--- config.mk ---
export PLATFORM = sky130hd
export DESIGN_NAME = ddac_front
export DESIGN_NICKNAME = d
export VERILOG_FILES = /design/src/rtl/ddac_sync2.v /design/src/rtl/ddac_fifo.v /design/src/rtl/ddac_front.v
export VERILOG_INCLUDE_DIRS = /design/src /design/src/inc
export SDC_FILE = /design/constraint.sdc
export NUM_CORES = 1
export LEC_CHECK = 0
export BUFFER_PORTS_ARGS = -buffer_cell sky130_fd_sc_hd__buf_2
export CORE_UTILIZATION = 35
export DETAILED_ROUTE_END_ITERATION = 8
export PLACE_DENSITY = 0.51
export SYNTH_ARGS = -nofsm -noshare
export SYNTH_HDL_FRONTEND = slang
export SYNTH_SLANG_ARGS = --single-unit
--- constraint.sdc ---
create_clock -name clk_sys -period 6.4 [get_ports clk_sys]
set_input_delay 0.64 -clock clk_sys [delete_from_list [all_inputs] [get_ports clk_sys]]
set_output_delay 0.64 -clock clk_sys [all_outputs]
set_load 0.01 [all_outputs]
--- src/inc/ddac_regs.vh ---
`ifndef DDAC_REGS_VH
`define DDAC_REGS_VH
// Control word fields on channel A data bits
`define DDAC_CW_PD_BIT 9
`define DDAC_CW_EN_BIT 8
`define DDAC_CW_IL_BIT 7
`define DDAC_CW_REFDIS_BIT 6
`define DDAC_CW_GAIN_HI 5
`define DDAC_CW_GAIN_LO 2
// Word bits 1:0 are dropped, so ctrl_q bit 0 is port bit 2
`define DDAC_CW_SHIFT 2
// Idle levels of strobe, select, diff pos, diff neg, single-ended clock
`define DDAC_PIN_IDLE 5'h1A
// Power-up control word: enabled, internal reference, no interleave, 0 dB
`define DDAC_CW_RESET 8'h48
`define DDAC_GAIN_ZERO 4'h8
// Power modes
`define DDAC_MODE_NORMAL 2'h0
`define DDAC_MODE_STANDBY 2'h1
`define DDAC_MODE_PDOWN 2'h2
// Wake-up from standby or power-down
`define DDAC_WAKE_NS 3000
`define DDAC_CLK_PERIOD_NS 5
`endif

--- src/rtl/ddac_sync2.v ---
`timescale 1ns/10ps
`default_nettype none
module ddac_sync2 #(
  parameter W = 1,
  parameter [W-1:0] RST_VAL = {W{1'b0}}
) (
  // Clock
  input wire clk_sys,
  input wire rst_n,
  input wire ce,
  // Data
  input wire [W-1:0] d,
  output reg [W-1:0] q
);
  reg [W-1:0] meta_q;
  always @(posedge clk_sys) begin
    if (!rst_n) begin
      meta_q <= RST_VAL;
      q <= RST_VAL;
    end else if (ce) begin
      meta_q <= d;
      q <= meta_q;
    end
  end
endmodule // ddac_sync2
`default_nettype wire

--- src/rtl/ddac_fifo.v ---
`timescale 1ns/10ps
`default_nettype none
module ddac_fifo #(
  parameter W = 20,
  parameter DEPTH = 8,
  parameter AW = 3
) (
  // Clock
  input wire clk_sys,
  input wire rst_n,
  input wire ce,
  // Fill side
  input wire in_valid,
  output wire in_ready,
  input wire [W-1:0] in_data,
  // Drain side
  output wire out_valid,
  input wire out_ready,
  output reg [W-1:0] out_data
);
  reg [W-1:0] mem [0:DEPTH-1];
  reg [AW:0] wp_q;
  reg [AW:0] rp_q;
  reg [AW:0] cnt_q;
  reg ov_q;
  wire full = (cnt_q == DEPTH[AW:0]);
  wire push = in_valid && !full;
  wire pop = (!ov_q || out_ready) && (cnt_q != {(AW+1){1'b0}});
  assign in_ready = !full;
  assign out_valid = ov_q;
  always @(posedge clk_sys) begin
    if (push && ce) begin
      mem[wp_q[AW-1:0]] <= in_data;
    end
  end
  always @(posedge clk_sys) begin
    if (!rst_n) begin
      wp_q <= {(AW+1){1'b0}};
      rp_q <= {(AW+1){1'b0}};
      cnt_q <= {(AW+1){1'b0}};
      ov_q <= 1'b0;
      out_data <= {W{1'b0}};
    end else if (ce) begin
      if (push) begin
        wp_q <= wp_q + 1'b1;
      end
      if (pop) begin
        rp_q <= rp_q + 1'b1;
        out_data <= mem[rp_q[AW-1:0]];
        ov_q <= 1'b1;
      end else if (out_ready) begin
        ov_q <= 1'b0;
      end
      cnt_q <= cnt_q + {{AW{1'b0}}, push} - {{AW{1'b0}}, pop};
    end
  end
endmodule // ddac_fifo
`default_nettype wire

--- src/rtl/ddac_front.v ---
`timescale 1ns/10ps
`default_nettype none
`include "ddac_regs.vh"
module ddac_front #(
  parameter DW = 10,
  parameter FIFO_DEPTH = 8,
  parameter FIFO_AW = 3,
  parameter WAKE_CYCLES = (`DDAC_WAKE_NS + `DDAC_CLK_PERIOD_NS - 1) / `DDAC_CLK_PERIOD_NS
) (
  // Clock and reset
  input wire clk_sys,
  input wire rst_n,
  input wire ce,
  // Sample ports
  input wire [DW-1:0] data_a,
  input wire [DW-1:0] data_b,
  // Control strobe
  input wire control_write_strobe_n,
  // Clock pins
  input wire diff_clock_select_n,
  input wire diff_clock_pos,
  input wire diff_clock_neg,
  input wire clk_pin_in,
  output reg clk_pin_out,
  output reg clk_pin_oe_n,
  // Reference pin
  output reg reference_drive,
  output reg reference_pin_oe_n,
  // Converter side
  output reg [DW-1:0] dac_a_q,
  output reg [DW-1:0] dac_b_q,
  output reg dac_update_q,
  output reg [3:0] gain_trim_a_q,
  output reg [1:0] power_mode_q,
  output reg outputs_valid_q,
  output reg interleave_q,
  output reg fifo_overflow_q
);
  // Pin synchronisers: channel A port
  wire [DW-1:0] a_s;
  ddac_sync2 #(.W(DW)) u_sync_a (
    .clk_sys(clk_sys),
    .rst_n(rst_n),
    .ce(ce),
    .d(data_a),
    .q(a_s)
  );

  // Pin synchronisers: channel B port
  wire [DW-1:0] b_s;
  ddac_sync2 #(.W(DW)) u_sync_b (
    .clk_sys(clk_sys),
    .rst_n(rst_n),
    .ce(ce),
    .d(data_b),
    .q(b_s)
  );

  // Strobe and clock pins reset to their idle levels, so no false edge follows reset
  wire [4:0] ctl_s;
  ddac_sync2 #(.W(5), .RST_VAL(`DDAC_PIN_IDLE)) u_sync_ctl (
    .clk_sys(clk_sys),
    .rst_n(rst_n),
    .ce(ce),
    .d({control_write_strobe_n, diff_clock_select_n, diff_clock_pos, diff_clock_neg,
        clk_pin_in}),
    .q(ctl_s)
  );
  wire cw_n_s = ctl_s[4];
  wire dsel_n_s = ctl_s[3];
  wire dp_s = ctl_s[2];
  wire dn_s = ctl_s[1];
  wire se_s = ctl_s[0];

  // Strobe edge detector
  reg cw_prev_q;
  wire cw_rise = cw_n_s && !cw_prev_q;
  always @(posedge clk_sys) begin
    if (!rst_n) begin
      cw_prev_q <= 1'b1;
    end else if (ce) begin
      cw_prev_q <= cw_n_s;
    end
  end

  // Control word register
  reg [7:0] ctrl_q;
  always @(posedge clk_sys) begin
    if (!rst_n) begin
      ctrl_q <= `DDAC_CW_RESET;
    end else if (ce && cw_rise) begin
      ctrl_q <= a_s[DW-1:DW-8];
    end
  end
  wire pd_bit = ctrl_q[`DDAC_CW_PD_BIT-`DDAC_CW_SHIFT];
  wire en_bit = ctrl_q[`DDAC_CW_EN_BIT-`DDAC_CW_SHIFT];
  wire il_bit = ctrl_q[`DDAC_CW_IL_BIT-`DDAC_CW_SHIFT];
  wire refdis_bit = ctrl_q[`DDAC_CW_REFDIS_BIT-`DDAC_CW_SHIFT];
  wire [3:0] gain_bits = ctrl_q[`DDAC_CW_GAIN_HI-`DDAC_CW_SHIFT:`DDAC_CW_GAIN_LO-`DDAC_CW_SHIFT];

  // Power mode decode
  reg [1:0] mode_d;
  always @* begin
    if (pd_bit) begin
      mode_d = `DDAC_MODE_PDOWN;
    end else if (!en_bit) begin
      mode_d = `DDAC_MODE_STANDBY;
    end else begin
      mode_d = `DDAC_MODE_NORMAL;
    end
  end

  // Wake-up sequencer: idle, counting down, running
  localparam [1:0] WK_IDLE = 2'b00;
  localparam [1:0] WK_WAIT = 2'b01;
  localparam [1:0] WK_RUN = 2'b10;
  reg [1:0] wk_state_q;
  reg [1:0] wk_state_d;
  reg [15:0] wake_q;
  wire running = (mode_d == `DDAC_MODE_NORMAL);
  always @* begin
    case (wk_state_q)
      WK_IDLE: begin
        wk_state_d = running ? WK_WAIT : WK_IDLE;
      end
      WK_WAIT: begin
        if (!running) begin
          wk_state_d = WK_IDLE;
        end else if (wake_q == 16'h0001) begin
          wk_state_d = WK_RUN;
        end else begin
          wk_state_d = WK_WAIT;
        end
      end
      WK_RUN: begin
        wk_state_d = running ? WK_RUN : WK_IDLE;
      end
      default: begin
        wk_state_d = WK_IDLE;
      end
    endcase
  end
  always @(posedge clk_sys) begin
    if (!rst_n) begin
      wk_state_q <= WK_RUN;
      wake_q <= 16'h0000;
      outputs_valid_q <= 1'b1;
    end else if (ce) begin
      wk_state_q <= wk_state_d;
      if (wk_state_q != WK_WAIT) begin
        wake_q <= WAKE_CYCLES[15:0];
      end else begin
        wake_q <= wake_q - 16'h0001;
      end
      outputs_valid_q <= (wk_state_d == WK_RUN);
    end
  end

  // Conversion clock select and edges
  reg cclk_q;
  wire cclk = dsel_n_s ? se_s : (dp_s && !dn_s);
  wire c_rise = cclk && !cclk_q;
  wire c_fall = !cclk && cclk_q;
  always @(posedge clk_sys) begin
    if (!rst_n) begin
      cclk_q <= 1'b0;
    end else if (ce) begin
      cclk_q <= cclk;
    end
  end

  // Input capture stage
  reg [DW-1:0] cap_a_q;
  reg [DW-1:0] cap_b_q;
  reg cap_v_q;
  reg il_b_q;
  wire fifo_in_ready;
  always @(posedge clk_sys) begin
    if (!rst_n) begin
      cap_a_q <= {DW{1'b0}};
      cap_b_q <= {DW{1'b0}};
      cap_v_q <= 1'b0;
      il_b_q <= 1'b0;
    end else if (ce) begin
      cap_v_q <= 1'b0;
      if (il_bit) begin
        if (c_fall) begin
          cap_b_q <= a_s;
          il_b_q <= 1'b1;
        end
        if (c_rise && il_b_q) begin
          cap_a_q <= a_s;
          cap_v_q <= 1'b1;
          il_b_q <= 1'b0;
        end
      end else if (c_rise) begin
        cap_a_q <= a_s;
        cap_b_q <= b_s;
        cap_v_q <= 1'b1;
        il_b_q <= 1'b0;
      end
    end
  end

  // Interleave flag and sticky overflow flag
  always @(posedge clk_sys) begin
    if (!rst_n) begin
      interleave_q <= 1'b0;
    end else if (ce) begin
      interleave_q <= il_bit;
    end
  end
  always @(posedge clk_sys) begin
    if (!rst_n) begin
      fifo_overflow_q <= 1'b0;
    end else if (ce && cap_v_q && !fifo_in_ready) begin
      fifo_overflow_q <= 1'b1;
    end
  end

  // Sample buffer
  wire fifo_out_valid;
  wire [2*DW-1:0] fifo_out_data;
  wire drain = c_rise && running;
  ddac_fifo #(.W(2*DW), .DEPTH(FIFO_DEPTH), .AW(FIFO_AW)) u_fifo (
    .clk_sys(clk_sys),
    .rst_n(rst_n),
    .ce(ce),
    .in_valid(cap_v_q),
    .in_ready(fifo_in_ready),
    .in_data({cap_a_q, cap_b_q}),
    .out_valid(fifo_out_valid),
    .out_ready(drain),
    .out_data(fifo_out_data)
  );

  // Output register: previous sample released on the next rising edge
  always @(posedge clk_sys) begin
    if (!rst_n) begin
      dac_a_q <= {DW{1'b0}};
      dac_b_q <= {DW{1'b0}};
      dac_update_q <= 1'b0;
    end else if (ce) begin
      dac_update_q <= 1'b0;
      if (drain && fifo_out_valid) begin
        dac_a_q <= fifo_out_data[2*DW-1:DW];
        dac_b_q <= fifo_out_data[DW-1:0];
        dac_update_q <= 1'b1;
      end
    end
  end

  // Gain trim and power mode outputs
  always @(posedge clk_sys) begin
    if (!rst_n) begin
      gain_trim_a_q <= `DDAC_GAIN_ZERO;
    end else if (ce) begin
      gain_trim_a_q <= gain_bits;
    end
  end
  always @(posedge clk_sys) begin
    if (!rst_n) begin
      power_mode_q <= `DDAC_MODE_NORMAL;
    end else if (ce) begin
      power_mode_q <= mode_d;
    end
  end

  // Clock pin replica and direction
  always @(posedge clk_sys) begin
    if (!rst_n) begin
      clk_pin_out <= 1'b0;
    end else if (ce) begin
      clk_pin_out <= dp_s && !dn_s;
    end
  end
  always @(posedge clk_sys) begin
    if (!rst_n) begin
      clk_pin_oe_n <= 1'b1;
    end else if (ce) begin
      clk_pin_oe_n <= dsel_n_s;
    end
  end

  // Reference enable and pin direction
  always @(posedge clk_sys) begin
    if (!rst_n) begin
      reference_drive <= 1'b1;
    end else if (ce) begin
      reference_drive <= !refdis_bit;
    end
  end
  always @(posedge clk_sys) begin
    if (!rst_n) begin
      reference_pin_oe_n <= 1'b0;
    end else if (ce) begin
      reference_pin_oe_n <= refdis_bit;
    end
  end
endmodule // ddac_front
`default_nettype wire

==> metrics.md <==
| Metric | Value |
|---|---|
| Status | `completed` |
| # setup viols final | `0` |
| Area contributors post-synth | `edfxtp_1 (38%), dfxtp_1 (26%), mux2i_1 (8.8%), mux4_2 (7.2%), nor2_1 (2.8%)` |
| Leak | `5.73 nW` |
| Worst Min Path Start | `diff_clock_select_n` |
| Hold Path Depth | `3` |
| CP Capture Type | `flop` |
| Die Y-Extent | `191 µm` |
| First-pass GRT wire length | `40,900 µm` |
| Total global routing overflow | `0` |
| P&R area growth vs syn | `16.1%` |
| Unrepaired setup endpoints after global routing | `no` |
| WHS | `approximately 0.35 ns` |
| Global Route Usage Sum | `14.5%` |
| Max clock buf depth | `3` |
| Fin. Hold Viols | `0` |
| Setup TNS | `0 ns` |
| Number of flops mapped to enable cells by yosys | `160` |
| Final Core Density | `41.2%` |
| Final period util | `41.6%` |
| Post-synth top area share | `38.3%` |
| TritonCTS buffer count | `37` |
| Clk slew on worst S/H paths | `0.06 ns` |
| Post-Syn Nets | `963` |
| Critical Path Fanout Max | `just over 50` |
| GP Congestion | `a little over 0.7` |
| Compound-Gate Fraction of Synth Area | `5.26%` |
| R2R Setup Slk | `3.76 ns` |
| Post-route insts no fill | `between 1,000 and 1,500` |
| Residual DRC | `0` |
| Starting DRT DRC Count | `417` |
| Synth unique cells | `55` |
| Vias in the first global route | `between 7,000 and 8,000` |
| Antenna cells | `0` |
| Die area | `36,600 µm²` |
| Peak supply drop | `around 0.19 mV` |
| Largest net degree at the start of global routing | `85` |
| Syn Inst Count | `roughly 900` |
| Initial DRT Pass Iterations | `5` |
| Vias per std cell | `between 4 and 5` |
| Cells after DPL | `1,406` |
| Post-CTS sizing | `0` |
| Worst r2r dst | `u_fifo.mem[1][17]` |
| Mean post-synth cell area | `13.6 µm²` |
| # fillers | `3,319` |
| Starting Density | `35.5%` |
| Clk sinks | `between 300 and 400` |
| Largest family of logic cells by synthesized area | `multiplexers` |
| Synth Cell Area | `12,600 µm²` |
| DP Area | `13,400 µm²` |
| Post-Synth Adder-Cell Area | `between 1 and 1.5%` |
| CTS hold repair buffers | `0` |
| WP data required | `6.59 ns` |
| PD cells | `345 nW/µm²` |
| Worst slew pin tran | `0.875 ns` |
| RR Startpoint | `u_fifo.cnt_q[2]` |
| Post-Synth XOR/XNOR Area | `0.907%` |
| Initial antenna violation count | `0` |
| Fin area | `14,600 µm²` |
| Share of cells above drive strength 1 | `20.6%` |
| WP data arrival | `2.85 ns` |
| Worst clock skew | `0.0232 ns` |
| Post-route ant nets | `0` |
| Final min period | `2.66 ns` |
| Crit Path Class | `input pin to flop` |
| Worst Hold End | `u_sync_ctl.meta_q[3]` |
| H-tree depth | `2` |
| Maxcap violations | `0` |
| Fmax | `375 MHz` |
| Port Buffers | `61` |
| FF-to-FF path depth | `7` |
| Rows | `69` |
| Mux contribution to synthesized area | `16.9%` |
| TritonCTS clock tree | `yes` |
| Io pins | `62` |
| Worst Hold Class | `input pin to flop` |
| Final wirelength | `25,800 µm` |
| Critical Path Start Type | `input pin` |
| Simple-gate portion of the synthesized area | `8.70%` |
| Top_reg_cell synth | `dfxtp_1` |
| Post-CTS setup buffer count | `0` |
| Routed via count | `7,097` |
| Die extent in x | `191 µm` |
| Synth async-reset ratio | `0%` |
| Root Buffer | `clkbuf_16` |
| Dpl hpwl | `16,100 µm` |
| Sequential share of the synthesized area | `64.6%` |
| Area leader, netlist | `edfxtp_1` |
| Yosys warns | `0` |
| CORE AREA | `35,400 µm²` |
| Seq cells post-synth | `325` |
| Worst-skew pair later-pin latency | `between 0.5 and 0.6 ns` |
| Layout Nets | `1,023` |
| Routed length per placed instance | `17.5 µm` |
| Max-slew headroom | `a little over two fifths` |
| Fin. max-slew vios | `0` |
==> how the worst max path moves through the flow <==
| stage | startpoint | to | slack [ns] |
|---|---|---|---|
| 2_1_floorplan | u_fifo.cnt_q[2] | u_fifo.mem[0][0] | 3.43 |
| 3_3_place_gp | ce | u_fifo.mem[1][18] | 3.17 |
| 3_5_place_dp | ce | u_fifo.mem[1][18] | 3.14 |
| 4_1_cts | ce | u_fifo.mem[1][9] | 3.68 |
| 5_1_grt | ce | u_fifo.mem[1][9] | 3.52 |
| 6_report | ce | u_fifo.mem[1][17] | 3.74 |
==> metal layers <==
metal	GRT usage [%]	part of all wire [%]
met2	22.3	45
met4	4.06	1.8
met5	0	0
met1	20.8	49
met3	2.64	4.7
==> synthesized netlist by cell type, drive strengths merged, types with 3 or more instances <==
| library cell | instances |
|---|---|
| dfxtp | 165 |
| edfxtp | 160 |
| mux2i | 111 |
| nor2 | 93 |
| nand2 | 69 |
| a21oi | 40 |
| mux4 | 40 |
| clkbuf | 36 |
| o21ai | 31 |
| nand3 | 23 |
| o31ai | 23 |
| buf | 22 |
| inv | 14 |
| ha | 10 |
| mux2 | 10 |
| nor3 | 8 |
| xor2 | 7 |
| nand2b | 6 |
| or3 | 6 |
| xnor2 | 6 |
| a211oi | 4 |
| nand3b | 3 |
| nand4 | 3 |
| nor2b | 3 |
| nor4b | 3 |
==> worst max-delay path, stage by stage <==
cell     delay, ns
buf_4         0.52
nand2_1       0.14
nor2b_1       0.27
nand2_1       0.20
nor3_2        0.67
buf_4         0.37
==> report_power, final <==
part | switching (mW) | leakage, nW | internal [mW]
Clock | 0.821 | 0.596 | 1.29
Sequential | 0.0740 | 3.00 | 2.25
Combinational | 0.314 | 2.13 | 0.279
==> metrics by stage <==
stage	power (mW)	setup slack [ns]
after floorplan	2.83	3.43
after global placement	2.97	3.17
after detailed placement	2.97	3.14
after CTS	5.10	3.68
after global routing	5.26	3.52
final	5.03	3.74
==> cell type report <==
| type | count | area, µm² | area share [%] |
|---|---|---|---|
| clock buffer | 46 | 1010 | 6.93 |
| sequential | 325 | 8110 | 55.6 |
| tap | 461 | 577 | 3.95 |
| clock inverter | 19 | 220 | 1.51 |
| multi-input combinational | 526 | 4170 | 28.6 |
| timing repair buffer | 79 | 445 | 3.05 |
| inverter | 15 | 56.3 | 0.386 |
==> cells by family after synthesis <==
group	after synthesis
buf+inv	73
xor+xnor	13
fa+ha+maj	11
compound gates	109
simple gates	232
mux	161
flops	325
==> sequential cells by signal, indices dropped and copies added, names as in the netlist, 8 cells and up <==
register and flops:
u_fifo.mem 160, u_fifo.out_data 20, wake_q 16, cap_a_q 10, cap_b_q 10, dac_a_q 10
dac_b_q 10, u_sync_a.meta_q 10, u_sync_a.q 10, u_sync_b.meta_q 10, u_sync_b.q 10, ctrl_q 8
==> placed cells by master, fill, tap and decap left out, drive strengths merged, types with 31 or more instances in the layout <==
master,count
buf,79
mux2i,111
o21ai,31
nor2,93
mux4,40
edfxtp,160
dfxtp,165
a21oi,40
nand2,69
clkbuf,46
Power figures use the tool's default switching activity.
